===== src/verilog/swc_map.svh =====
`ifndef SWC_MAP_SVH
`define SWC_MAP_SVH

// register offsets on the plain register port
`define SWC_OFF_CTRL    4'h0
`define SWC_OFF_MASK    4'h4
`define SWC_OFF_STATUS  4'h8

// system_control_reg field positions
`define SWC_BIT_SLEEP_EXIT 1
`define SWC_BIT_DEEP       2
`define SWC_BIT_WAKE_PEND  4

// mask register field positions
`define SWC_BIT_INT_MASK   0
`define SWC_BIT_FAULT_MASK 1

// status register field positions
`define SWC_BIT_ST_SLEEP   0
`define SWC_BIT_ST_DEEP    1
`define SWC_BIT_ST_EVT     2
`define SWC_BIT_ST_ENTRY   3

// reset and idle values
`define SWC_ZERO_WORD 32'h0000_0000

`endif


===== src/verilog/swc_pkg.sv =====
package swc_pkg;

  // power state, gray coded along run, sleep, wake
  typedef enum logic [1:0] {
    SWC_RUN   = 2'b00,
    SWC_SLEEP = 2'b01,
    SWC_WAKE  = 2'b11
  } swc_state_t;

  // which instruction put the core to sleep
  typedef enum logic {
    SWC_KIND_INT = 1'b0,
    SWC_KIND_EVT = 1'b1
  } swc_kind_t;

endpackage : swc_pkg


===== src/verilog/swc_prio_if.sv =====
`timescale 1ns/1ps
interface swc_prio_if #(
  parameter int PRIO_W = 3
);
  logic              pendValid;   // an exception is pending
  logic              pendEnabled; // pending exception is enabled
  logic              pendNmi;     // pending exception is non-maskable
  logic [PRIO_W-1:0] pendPrio;    // its priority, lower is higher
  logic [PRIO_W-1:0] execPrio;    // current execution priority
  logic              intMask;     // interrupt_mask_bit
  logic              fault_mask_bit;   // fault_mask_bit
  logic              wakeOk;      // strong enough to wake
  logic              entryOk;     // strong enough to enter handler

  modport eval (
    input  pendValid, pendEnabled, pendNmi, pendPrio, execPrio, intMask, fault_mask_bit,
    output wakeOk, entryOk
  );
  modport ctrl (
    output pendValid, pendEnabled, pendNmi, pendPrio, execPrio, intMask, fault_mask_bit,
    input  wakeOk, entryOk
  );
endinterface : swc_prio_if


===== src/verilog/swc_wake_eval.sv =====
`timescale 1ns/1ps
module swc_wake_eval (
  swc_prio_if.eval prio
);

  logic prioOk; // enabled and above current level

  // priority compare and mask gating
  always_comb begin
    prioOk = prio.pendValid && prio.pendEnabled && (prio.pendPrio < prio.execPrio);
    // interrupt mask does not block waking, fault mask does
    prio.wakeOk = prio.pendNmi || (prioOk && !prio.fault_mask_bit);
    // handler entry waits for both masks to be clear, a non-maskable one enters at once
    prio.entryOk = prio.pendNmi || (prioOk && !prio.fault_mask_bit && !prio.intMask);
  end

endmodule : swc_wake_eval


===== src/verilog/sleep_wake_control.sv =====
`timescale 1ns/1ps
`include "swc_map.svh"
module sleep_wake_control #(
  parameter int ADDR_W = 4,
  parameter int PRIO_W = 3
) (
  input  wire logic              clock,
  input  wire logic              rst_n,
  input  wire logic [ADDR_W-1:0] regAddr,
  input  wire logic [31:0]       regWdata,
  input  wire logic              regWrite,
  input  wire logic              regRead,
  output logic      [31:0]       regRdata,
  input  wire logic              waitIntExec,
  input  wire logic              waitEvtExec,
  input  wire logic              sendEvtExec,
  input  wire logic              handlerReturn,
  input  wire logic              newPending,
  input  wire logic              extEvent,
  input  wire logic              debugWake,
  input  wire logic              pendValid,
  input  wire logic              pendEnabled,
  input  wire logic              pendNmi,
  input  wire logic [PRIO_W-1:0] pendPrio,
  input  wire logic [PRIO_W-1:0] execPrio,
  output logic                   coreHalt,
  output logic                   procClkEn,
  output logic                   sysClkEn,
  output logic                   pllEn,
  output logic                   flashEn,
  output logic                   entryAllowed
);

  // software visible control bits
  logic sleepOnExit;        // sleep_on_exit_bit
  logic deepSel;            // deep_sleep_select_bit
  logic wakeOnPend;         // wake_on_pending_bit
  logic intMask;            // interrupt_mask_bit
  logic fault_mask_bit;          // fault_mask_bit
  logic next_sleepOnExit;   // next control values
  logic next_deepSel;
  logic next_wakeOnPend;
  logic next_intMask;
  logic next_fault_mask_bit;
  logic [31:0] next_regRdata; // read data for next cycle

  // power state
  swc_pkg::swc_state_t state;      // current power state
  swc_pkg::swc_state_t next_state; // next power state
  swc_pkg::swc_kind_t  kind;       // cause of the current sleep
  swc_pkg::swc_kind_t  next_kind;
  logic deepMode;                  // deep sleep chosen at entry
  logic next_deepMode;
  logic eventLatch;                // hidden one-bit event latch
  logic next_eventLatch;
  logic next_coreHalt;             // registered output values
  logic next_procClkEn;
  logic next_sysClkEn;
  logic next_pllEn;
  logic next_flashEn;
  logic next_entryAllowed;

  // derived conditions
  logic setEvent;    // any source raising the event latch
  logic sleepWanted; // a sleep request taken this cycle
  logic wakeNow;     // wake condition for the present sleep

  swc_prio_if #(.PRIO_W(PRIO_W)) prio ();

  // feed the priority evaluator
  assign prio.pendValid   = pendValid;
  assign prio.pendEnabled = pendEnabled;
  assign prio.pendNmi     = pendNmi;
  assign prio.pendPrio    = pendPrio;
  assign prio.execPrio    = execPrio;
  assign prio.intMask     = intMask;
  assign prio.fault_mask_bit   = fault_mask_bit;

  swc_wake_eval u_eval (
    .prio (prio.eval)
  );

  // register writes and read mux; the event latch is never decoded
  always_comb begin
    next_sleepOnExit = sleepOnExit;
    next_deepSel     = deepSel;
    next_wakeOnPend  = wakeOnPend;
    next_intMask     = intMask;
    next_fault_mask_bit   = fault_mask_bit;
    next_regRdata    = `SWC_ZERO_WORD;
    if (regWrite) begin
      case (regAddr)
        `SWC_OFF_CTRL: begin
          next_sleepOnExit = regWdata[`SWC_BIT_SLEEP_EXIT];
          next_deepSel     = regWdata[`SWC_BIT_DEEP];
          next_wakeOnPend  = regWdata[`SWC_BIT_WAKE_PEND];
        end
        `SWC_OFF_MASK: begin
          next_intMask   = regWdata[`SWC_BIT_INT_MASK];
          next_fault_mask_bit = regWdata[`SWC_BIT_FAULT_MASK];
        end
        // status and unmapped offsets ignore writes
        default: begin
        end
      endcase
    end
    if (regRead) begin
      case (regAddr)
        `SWC_OFF_CTRL: begin
          next_regRdata[`SWC_BIT_SLEEP_EXIT] = sleepOnExit;
          next_regRdata[`SWC_BIT_DEEP]       = deepSel;
          next_regRdata[`SWC_BIT_WAKE_PEND]  = wakeOnPend;
        end
        `SWC_OFF_MASK: begin
          next_regRdata[`SWC_BIT_INT_MASK]   = intMask;
          next_regRdata[`SWC_BIT_FAULT_MASK] = fault_mask_bit;
        end
        `SWC_OFF_STATUS: begin
          next_regRdata[`SWC_BIT_ST_SLEEP] = (state != swc_pkg::SWC_RUN);
          next_regRdata[`SWC_BIT_ST_DEEP]  = deepMode;
          next_regRdata[`SWC_BIT_ST_EVT]   = (kind == swc_pkg::SWC_KIND_EVT);
          next_regRdata[`SWC_BIT_ST_ENTRY] = entryAllowed;
        end
        // unmapped offsets read as zero
        default: begin
        end
      endcase
    end
  end

  // register the software state
  always_ff @(posedge clock or negedge rst_n) begin
    if (!rst_n) begin
      sleepOnExit <= 1'b0;
      deepSel     <= 1'b0;
      wakeOnPend  <= 1'b0;
      intMask     <= 1'b0;
      fault_mask_bit   <= 1'b0;
      regRdata    <= `SWC_ZERO_WORD;
    end else begin
      sleepOnExit <= next_sleepOnExit;
      deepSel     <= next_deepSel;
      wakeOnPend  <= next_wakeOnPend;
      intMask     <= next_intMask;
      fault_mask_bit   <= next_fault_mask_bit;
      regRdata    <= next_regRdata;
    end
  end

  // power sequencing, event latch and clock gates
  always_comb begin
    next_state      = state;
    next_kind       = kind;
    next_deepMode   = deepMode;
    next_eventLatch = eventLatch;
    sleepWanted     = 1'b0;
    wakeNow         = 1'b0;
    // send event, external event, or new pending with wake-on-pending
    setEvent = (sendEvtExec && state == swc_pkg::SWC_RUN) || extEvent
             || (wakeOnPend && newPending);
    case (state)
      swc_pkg::SWC_RUN: begin
        if (waitIntExec) begin
          // skip the sleep when a waking exception already stands
          if (!prio.wakeOk) begin
            sleepWanted = 1'b1;
            next_kind   = swc_pkg::SWC_KIND_INT;
          end
        end else if (waitEvtExec) begin
          // only the latch value decides
          if (!eventLatch) begin
            sleepWanted = 1'b1;
            next_kind   = swc_pkg::SWC_KIND_EVT;
          end else begin
            next_eventLatch = 1'b0;
          end
        end else if (handlerReturn && sleepOnExit) begin
          // back to thread mode and straight to sleep
          sleepWanted = 1'b1;
          next_kind   = swc_pkg::SWC_KIND_INT;
        end
        if (sleepWanted) begin
          next_state    = swc_pkg::SWC_SLEEP;
          next_deepMode = deepSel;
        end
      end
      swc_pkg::SWC_SLEEP: begin
        if (kind == swc_pkg::SWC_KIND_INT) begin
          wakeNow = prio.wakeOk;
        end else begin
          // exception wake, or an event raised while asleep
          wakeNow = prio.wakeOk || setEvent || eventLatch;
          if (wakeNow) begin
            next_eventLatch = 1'b0;
          end
        end
        // debug and other spurious wakes leave the core running
        if (wakeNow || debugWake) begin
          next_state = swc_pkg::SWC_WAKE;
        end
      end
      swc_pkg::SWC_WAKE: begin
        // clocks restarted, release the core next cycle
        next_state    = swc_pkg::SWC_RUN;
        next_deepMode = 1'b0;
      end
      default: begin
        next_state = swc_pkg::SWC_RUN;
      end
    endcase
    // a set arriving with a clear still wins; only an event-wait wake consumes it
    if (setEvent && !(state == swc_pkg::SWC_SLEEP && wakeNow
                      && kind == swc_pkg::SWC_KIND_EVT)) begin
      next_eventLatch = 1'b1;
    end
    // clock gates follow the next state so they match state
    next_coreHalt  = (next_state != swc_pkg::SWC_RUN);
    next_procClkEn = (next_state != swc_pkg::SWC_SLEEP);
    next_sysClkEn  = !(next_state == swc_pkg::SWC_SLEEP && next_deepMode);
    next_pllEn     = next_sysClkEn;
    next_flashEn   = next_sysClkEn;
    // handler entry held off while masked, even after a wake
    next_entryAllowed = prio.entryOk && (next_state == swc_pkg::SWC_RUN);
  end

  // register power state; event latch cleared by reset
  always_ff @(posedge clock or negedge rst_n) begin
    if (!rst_n) begin
      state        <= swc_pkg::SWC_RUN;
      kind         <= swc_pkg::SWC_KIND_INT;
      deepMode     <= 1'b0;
      eventLatch   <= 1'b0;
      coreHalt     <= 1'b0;
      procClkEn    <= 1'b1;
      sysClkEn     <= 1'b1;
      pllEn        <= 1'b1;
      flashEn      <= 1'b1;
      entryAllowed <= 1'b0;
    end else begin
      state        <= next_state;
      kind         <= next_kind;
      deepMode     <= next_deepMode;
      eventLatch   <= next_eventLatch;
      coreHalt     <= next_coreHalt;
      procClkEn    <= next_procClkEn;
      sysClkEn     <= next_sysClkEn;
      pllEn        <= next_pllEn;
      flashEn      <= next_flashEn;
      entryAllowed <= next_entryAllowed;
    end
  end

  // interrupt wait with no waking exception halts next cycle
  property p_int_sleep;
    @(posedge clock) disable iff (!rst_n)
      (state == swc_pkg::SWC_RUN && waitIntExec && !prio.wakeOk)
      |=> (state == swc_pkg::SWC_SLEEP && coreHalt && !procClkEn);
  endproperty
  a_int_sleep: assert property (p_int_sleep) else $error("no sleep on interrupt wait");

  // interrupt wait with a waking exception keeps running
  property p_int_skip;
    @(posedge clock) disable iff (!rst_n)
      (state == swc_pkg::SWC_RUN && waitIntExec && prio.wakeOk) |=> !coreHalt;
  endproperty
  a_int_skip: assert property (p_int_skip) else $error("slept with wake pending");

  // event wait with latch clear sleeps
  property p_evt_sleep;
    @(posedge clock) disable iff (!rst_n)
      (state == swc_pkg::SWC_RUN && !waitIntExec && waitEvtExec && !eventLatch)
      |=> (state == swc_pkg::SWC_SLEEP && kind == swc_pkg::SWC_KIND_EVT);
  endproperty
  a_evt_sleep: assert property (p_evt_sleep) else $error("no sleep on event wait");

  // event wait with latch set consumes it and runs on
  property p_evt_skip;
    @(posedge clock) disable iff (!rst_n)
      (state == swc_pkg::SWC_RUN && !waitIntExec && waitEvtExec && eventLatch && !setEvent)
      |=> (!eventLatch && !coreHalt);
  endproperty
  a_evt_skip: assert property (p_evt_skip) else $error("event not consumed");

  // send event makes the next event wait fall through
  property p_send_set;
    @(posedge clock) disable iff (!rst_n)
      (state == swc_pkg::SWC_RUN && sendEvtExec) |=> eventLatch;
  endproperty
  a_send_set: assert property (p_send_set) else $error("send event lost");

  // handler return with sleep on exit sleeps at once
  property p_exit_sleep;
    @(posedge clock) disable iff (!rst_n)
      (state == swc_pkg::SWC_RUN && !waitIntExec && !waitEvtExec
       && handlerReturn && sleepOnExit) |=> coreHalt;
  endproperty
  a_exit_sleep: assert property (p_exit_sleep) else $error("no sleep on exit");

  // interrupt-wait sleep holds without a waking exception
  property p_int_hold;
    @(posedge clock) disable iff (!rst_n)
      (state == swc_pkg::SWC_SLEEP && kind == swc_pkg::SWC_KIND_INT
       && !prio.wakeOk && !debugWake) |=> (state == swc_pkg::SWC_SLEEP);
  endproperty
  a_int_hold: assert property (p_int_hold) else $error("sleep woke without cause");

  // masked interrupt never admits a handler
  property p_mask_hold;
    @(posedge clock) disable iff (!rst_n)
      (intMask && !pendNmi) |=> !entryAllowed;
  endproperty
  a_mask_hold: assert property (p_mask_hold) else $error("handler entered while masked");

  // event-wait sleep wakes then runs two cycles later
  property p_evt_wake;
    @(posedge clock) disable iff (!rst_n)
      (state == swc_pkg::SWC_SLEEP && kind == swc_pkg::SWC_KIND_EVT && prio.wakeOk)
      |=> (state == swc_pkg::SWC_WAKE) ##1 !coreHalt;
  endproperty
  a_evt_wake: assert property (p_evt_wake) else $error("event sleep not woken");

  // new pending interrupt wakes event-wait sleep
  property p_pend_wake;
    @(posedge clock) disable iff (!rst_n)
      (state == swc_pkg::SWC_SLEEP && kind == swc_pkg::SWC_KIND_EVT
       && wakeOnPend && newPending) |=> (state == swc_pkg::SWC_WAKE);
  endproperty
  a_pend_wake: assert property (p_pend_wake) else $error("pending event did not wake");

  // debug wake returns to run within two cycles
  property p_spurious;
    @(posedge clock) disable iff (!rst_n)
      (state == swc_pkg::SWC_SLEEP && debugWake) |-> ##[1:2] !coreHalt;
  endproperty
  a_spurious: assert property (p_spurious) else $error("spurious wake stuck");

  // ordinary sleep keeps system clocks alive
  property p_light_clocks;
    @(posedge clock) disable iff (!rst_n)
      (state == swc_pkg::SWC_SLEEP && !deepMode) |-> (!procClkEn && sysClkEn && pllEn);
  endproperty
  a_light_clocks: assert property (p_light_clocks) else $error("light sleep clocks wrong");

  // deep sleep turns off system clock, pll and flash
  property p_deep_clocks;
    @(posedge clock) disable iff (!rst_n)
      (state == swc_pkg::SWC_SLEEP && deepMode) |-> (!sysClkEn && !pllEn && !flashEn);
  endproperty
  a_deep_clocks: assert property (p_deep_clocks) else $error("deep sleep clocks on");

  // main scenarios
  c_int_cycle: cover property (@(posedge clock) disable iff (!rst_n)
    (state == swc_pkg::SWC_SLEEP && kind == swc_pkg::SWC_KIND_INT) ##1
    (state == swc_pkg::SWC_WAKE));
  c_evt_skip: cover property (@(posedge clock) disable iff (!rst_n)
    (state == swc_pkg::SWC_RUN && waitEvtExec && eventLatch));
  c_exit_sleep: cover property (@(posedge clock) disable iff (!rst_n)
    (handlerReturn && sleepOnExit) ##1 coreHalt);
  c_deep: cover property (@(posedge clock) disable iff (!rst_n)
    (state == swc_pkg::SWC_SLEEP && deepMode));

endmodule : sleep_wake_control


===== config.mk =====
export PLATFORM = sky130hd
export DESIGN_NAME = sleep_wake_control
export DESIGN_NICKNAME = d
export VERILOG_FILES = /design/src/verilog/swc_pkg.sv /design/src/verilog/swc_prio_if.sv /design/src/verilog/swc_wake_eval.sv /design/src/verilog/sleep_wake_control.sv
export VERILOG_INCLUDE_DIRS = /design/src /design/src/verilog
export SDC_FILE = /design/constraint.sdc
export NUM_CORES = 1
export LEC_CHECK = 0
export BUFFER_PORTS_ARGS = -buffer_cell sky130_fd_sc_hd__buf_2
export CORE_MARGIN = 2
export CORE_UTILIZATION = 30
export DETAILED_ROUTE_END_ITERATION = 16
export HOLD_SLACK_MARGIN = 0.08
export MAX_ROUTING_LAYER = met4
export PLACE_DENSITY = 0.7
export REMOVE_ABC_BUFFERS = 1
export SLEW_MARGIN = 20
export SYNTH_ARGS = -nofsm -noshare
export SYNTH_HDL_FRONTEND = slang
export SYNTH_HIERARCHICAL = 1
export SYNTH_SLANG_ARGS = --single-unit

===== constraint.sdc =====
create_clock -name clock -period 1.5 [get_ports clock]
set_input_delay 0.075 -clock clock [delete_from_list [all_inputs] [get_ports clock]]
set_output_delay 0.075 -clock clock [all_outputs]
set_load 0.01 [all_outputs]

==> results of run 1 <==
==> sequential cells by signal, indices dropped and copies added, names as in the netlist <==
signal / flops
coreHalt: 1
deepMode: 1
deepSel: 1
entryAllowed: 1
eventLatch: 1
fault_mask_bit: 1
flashEn: 1
intMask: 1
kind: 1
procClkEn: 1
regRdata: 5
sleepOnExit: 1
state: 2
wakeOnPend: 1
==> routing by layer <==
metal  global-route usage [%]  share of wire [%]  wire, microns  vias to the layer above
met3                     4.11                8.1            208                        2
met1                     14.7                 41           1050                      451
met4                     3.50               0.90             23                        0
met2                     21.1                 50           1280                       40
met5                        -                  0              0                        -
li1                         -                  -              -                      461
==> power by group through the flow <==
stage	Combinational [mW]	Clock [mW]	Sequential (mW)
global route	1.17	0.390	0.775
floorplan	0.466	0	0.785
detailed placement	0.891	0	0.756
finish	1.05	0.349	0.758
CTS	0.961	0.364	0.749
global placement	0.877	0	0.757
==> cell type report <==
class	instances	area (sq um)
fill	395	2390
multi-input combinational	90	658
sequential	19	478
timing repair buffer	56	340
tap	50	62.6
clock buffer	3	41.3
inverter	6	22.5
clock inverter	1	5.00
==> per-stage QoR <==
| step | util, % | setup slack (ns) | cell area, sq um | hold slack (ns) | TNS (ns) |
|---|---|---|---|---|---|
| 3_5_place_dp | 36.0 | -0.374 | 1440 | 0.0366 | -2.04 |
| 3_3_place_gp | 36.0 | -0.320 | 1440 | 0.0329 | -1.75 |
| 2_1_floorplan | - | -0.209 | 1100 | -0.221 | -0.456 |
| 4_1_cts | 39.2 | -0.116 | 1570 | 0.0969 | -0.443 |
| 6_report | 40.2 | -0.0819 | 1610 | 0.107 | -0.240 |
| 5_1_grt | 40.2 | -0.232 | 1610 | 0.107 | -1.08 |
==> worst paths after layout <==
kind	startpoint	end	slack [ns]	cells past startpoint
max	state[1]$_DFF_PN0_	coreHalt$_DFF_PN0_	-0.08	6
min	regAddr[3]	regRdata[4]$_DFF_PN0_	0.11	2
max reg2reg	state[1]$_DFF_PN0_	coreHalt$_DFF_PN0_	-0.08	6
min reg2reg	entryAllowed$_DFF_PN0_	regRdata[3]$_DFF_PN0_	0.51	2
max in group asynchronous	rst_n	flashEn$_DFF_PN1_	0.88	2
min in group asynchronous	rst_n	intMask$_DFFE_PN0P_	0.28	2
==> layout by cell type, fill, tap and decap left out, types with 3 or more instances in the layout <==
master	netlist	layout
mux2i_1	3	3
buf_4	29	12
nand2_1	8	6
dfrtp_1	17	17
mux2_2	6	5
nor3_1	3	3
dlygate4sd3_1	0	6
ha_1	5	4
clkbuf_8	0	3
inv_1	5	4
buf_2	0	38
nor2_1	8	7
conb_1	1	27
==> worst max-delay path, stage by stage, from the launching register on <==
cell and delay [ns]:
dfrtp_1 0.40, buf_4 0.17, o41ai_2 0.38, a21oi_2 0.06, a31oi_2 0.19, inv_2 0.07, or2_1 0.20
==> cell families after synthesis <==
logic type / count (synthesis) / share of synthesized area [%]
buf+inv: 37 / 20.6
simple gates: 32 / 13.8
flops: 19 / 38.5
compound gates: 17 / 13.8
mux: 9 / 7.87
fa+ha+maj: 5 / 5.05
other cells: 1 / 0.302
==> what timing repair did <==
| item | CTS | global route |
|---|---|---|
| hold buffers | 6 | 0 |
| endpoints found under the hold margin | 27 | 0 |
| buffers inserted | 1 | 0 |
| resized for setup | 5 | 8 |
| pin swaps | 7 | 6 |
| endpoints found under the setup margin | 7 | 8 |
==> results.yml, run 1 <==
floorplan:
  die_h_microns: 68.3
  core_sq_um: 4000
  die_w_microns: 68.3
  start_util_pct: 31.0
  dieArea_sq_um: 4660
  ios: 94
  num_rows: 23
setup_path:
  arrival_ns: 1.72
  required_ns: 1.64
  path_max_fanout: 3
  startpoint_type: "register"
  crit_type: "register to register"
  end_kind: "register"
synth:
  netlist_top_cells_count: "buf_4 (29), dfrtp_1 (17), nand2_1 (8), nor2_1 (8), mux2_2 (6)"
  synthCells: 120
  synth_area_leaders: "dfrtp_1 (34%), buf_4 (18%), mux2_2 (5.4%)"
  yosysMostFrequentCell: "buf_4"
  yosysTopAreaCellShare_pct: 34.3
  synth_area_per_cell_sq_um: 10.3
  synth_edf_count: 0
  async_reset_ff_share_pct: 100
  yosysSeqAreaShare_pct: 38.5
  ys.flop_type: "dfrtp_1"
  synth_area_sq_um: 1240
  synth.distinct_cells: 36
  ys_warn_count: 6
  synth_top_cell_by_area: "dfrtp_1"
  synth-seq-cells: 19
power_and_ir_drop:
  power_mw: 2.15
  swShare_pct: 36.2
  power_frac_clock_pct: 16.2
  leakage_nw: 0.815
  ir_drop_uv: 555
  power_frac_comb_pct: 48.5
  power_density_nw_per_um2: 1340
  internal_power_mw: 1.37
  seqPwrFrac_pct: 35.2
  p_switching_mw: 0.780
drt:
  via_count: 954
  avgRoutedWirePerCell_microns: 11.4
  drc: 0
  dr.pass1.iters: 4
  vias_per_cell: 4.24
  wl_microns: 2570
  ant_nets: 0
  drt_iter0_drc: 54
global_routing:
  grt-ovfl-total: 0
  grt_pass1_vias: 918
  grt_max_degree: 20
  grt.total_usage_pct: 12.7
  antenna_found_initial: 0
  grt_first_pass_wirelength_microns: 4170
final_layout:
  diodes: 0
  post_route_cells_drive_above_1_share_pct: 45.7
  nNetsFinal: 237
  layout.cells.non_filler: 225
  syn2layout_area_growth_pct: 29.7
timing:
  finalCriticalPeriod_ns: 1.58
  period_share_pct: 105
  rsz0062_at_grt: "yes"
  hold_violations: 0
  setup_viol: 5
  finalClockSkew_ns: 0.00364
  max_clock_freq_mhz: 632
  fin_ws_ns: -0.0819
  drv_slew: 0
clock_network:
  max-clock-path-buffers: 2
  clk_pin_slew_worst_paths_ns: 0.07
  htreeDepth: 1
  numCtsBuffers: 3
  worst_skew_pair.late_latency_ns: 0.25
  cts-root-buf: "clkbuf_8"
  cts_tree: "yes"
  cts_num_sinks: 19
placement:
  dp_cells: 214
  port_buffers: 38
  place.gp.congestion: 0.918
  dp_hpwl_microns: 1960
outcome:
  violations: "negative setup slack"
  status: "complete, but fails checks"
hold_path:
  hold_path_class: "input pin to register"
flow_run:
  drv_cap: 0
(Power assumes the default switching activity.)
==> run 2, diff against run 1 <==
--- a/config.mk
+++ b/config.mk
@@ -8,11 +8,11 @@
 export LEC_CHECK = 0
 export BUFFER_PORTS_ARGS = -buffer_cell sky130_fd_sc_hd__buf_2
 export CORE_MARGIN = 2
-export CORE_UTILIZATION = 30
+export CORE_UTILIZATION = 36
 export DETAILED_ROUTE_END_ITERATION = 16
 export HOLD_SLACK_MARGIN = 0.08
 export MAX_ROUTING_LAYER = met4
-export PLACE_DENSITY = 0.7
+export PLACE_DENSITY = 0.81
 export REMOVE_ABC_BUFFERS = 1
 export SLEW_MARGIN = 20
 export SYNTH_ARGS = -nofsm -noshare
==> results.yml, run 2 (synthesis gave the netlist of run 1 again) <==
clock_network:
  cts_tree: "yes"
  max-clock-path-buffers: 2
  clk_pin_slew_worst_paths_ns: 0.11
  numCtsBuffers: 3
  cts_num_sinks: 19
  cts-root-buf: "clkbuf_4"
  htreeDepth: 1
  worst_skew_pair.late_latency_ns: 0.29
final_layout:
  nNetsFinal: 238
  fill_cells: 335
  final_common_cell: "buf_2"
  top_register: "regRdata"
  diodes: 0
  layout.cells.non_filler: 222
  mostFrequentLayoutCells: "buf_2 (38), conb_1 (27), dfrtp_1 (17)"
  syn2layout_area_growth_pct: 27.0
  fin_area_sq_um: 1580
  post_route_cells_drive_above_1_share_pct: 44.3
  multiInputGateArea_sq_um: 637
  fin_util_pct: 47.6
  reg_top3: "regRdata (5), state (2)"
  ff_latch_area_sq_um: 478
  largest_reg_flops: 5
power_and_ir_drop:
  power_density_nw_per_um2: 1230
  p_switching_mw: 0.719
  internal_power_mw: 1.22
  power_frac_comb_pct: 48.6
  ir_drop_uv: 618
  swShare_pct: 37.0
  leakage_nw: 0.806
  seqPwrFrac_pct: 38.4
  power_frac_clock_pct: 13.0
floorplan:
  core_sq_um: 3310
  num_rows: 21
  dieArea_sq_um: 3930
  die_h_microns: 62.7
  ios: 94
  start_util_pct: 37.5
  die_w_microns: 62.7
timing:
  setup_viol: 4
  finalClockSkew_ns: 0.00680
  fin_ws_ns: -0.0797
  max_clock_freq_mhz: 633
  rsz0062_at_grt: "yes"
  drv_slew: 0
  period_share_pct: 105
  finalCriticalPeriod_ns: 1.58
  hold_violations: 0
  whs_ns: 0.118
placement:
  place.gp.congestion: 0.838
  place_ws_ns: -0.377
  dp_cells: 209
  port_buffers: 38
  dp_hpwl_microns: 1830
  placed_cell_area_sq_um: 1430
drt:
  avgRoutedWirePerCell_microns: 10.6
  drt_iter0_drc: 17
  via_count: 926
  vias_per_cell: 4.17
  dr.pass1.iters: 4
  wl_microns: 2350
  ant_nets: 0
  drc: 0
setup_path:
  startpoint_type: "register"
  end_kind: "register"
  crit_type: "register to register"
  path_max_fanout: 3
  arrival_ns: 1.77
  required_ns: 1.69
global_routing:
  grt-ovfl-total: 0
  grt_max_degree: 20
  grt_first_pass_wirelength_microns: 3800
  grt_pass1_vias: 865
  grt.total_usage_pct: 12.5
  antenna_found_initial: 0
hold_path:
  hold_path_class: "input pin to register"
outcome:
  status: "complete, but fails checks"
  violations: "negative setup slack"
flow_run:
  drv_cap: 0
-- run 2: per-layer routing --
metal	routed length [microns]	GRT usage, %
met1	1040	15.3
met2	1160	21.0
met3	116	2.16
met4	27	4.44
met5	0	-
-- run 2: timing repair --
action | in CTS | in global routing
hold buffers | 8 | 0
setup buffers | 1 | 0
gates resized for setup | 6 | 3
setup endpoints to repair | 6 | 6
pin swaps | 9 | 4
endpoints found under the hold margin | 27 | 0
-- run 2: final timing paths --
kind,to,depth (start not counted),slack [ns],startpoint
hold reg to reg,regRdata[3]$_DFF_PN0_,2,0.52,entryAllowed$_DFF_PN0_
max in group asynchronous,procClkEn$_DFF_PN1_,2,0.93,rst_n
hold / removal,regRdata[1]$_DFF_PN0_,3,0.12,regRead
setup reg to reg,deepMode$_DFF_PN0_,7,-0.08,fault_mask_bit$_DFFE_PN0P_
min in group asynchronous,state[0]$_DFF_PN0_,2,0.24,rst_n
setup / recovery,deepMode$_DFF_PN0_,7,-0.08,fault_mask_bit$_DFFE_PN0P_
-- run 2: layout make-up --
cell class                      instances  share of cell area, %
Clock buffer                            3                   1.43
Clock inverter                          1                  0.318
Inverter                                6                   1.43
Multi-Input combinational cell         90                   40.4
Sequential cell                        19                   30.3
Tap cell                               46                   3.65
Timing Repair Buffer                   57                   22.4
-- run 2: worst max-delay path: stages (launching register included) --
cell	delay, ns
dfrtp_1	0.40
nor2_2	0.10
o2111ai_2	0.12
nand2b_1	0.20
nand2_2	0.10
o31a_1	0.15
and4b_1	0.20
or2_1	0.20
-- run 2: power by group through the flow --
stage | Clock [mW] | Combinational, mW | Sequential (mW)
finish | 0.253 | 0.945 | 0.746
global route | 0.286 | 1.04 | 0.768
CTS | 0.265 | 0.913 | 0.746
detailed placement | 0 | 0.852 | 0.751
global placement | 0 | 0.842 | 0.752
floorplan | 0 | 0.466 | 0.785
-- run 2: stage by stage --
step,power [mW],TNS [ns]
floorplan,1.25,-0.456
global placement,1.59,-1.66
detailed placement,1.60,-2.00
CTS,1.92,-0.278
global route,2.10,-0.822
finish,1.94,-0.198
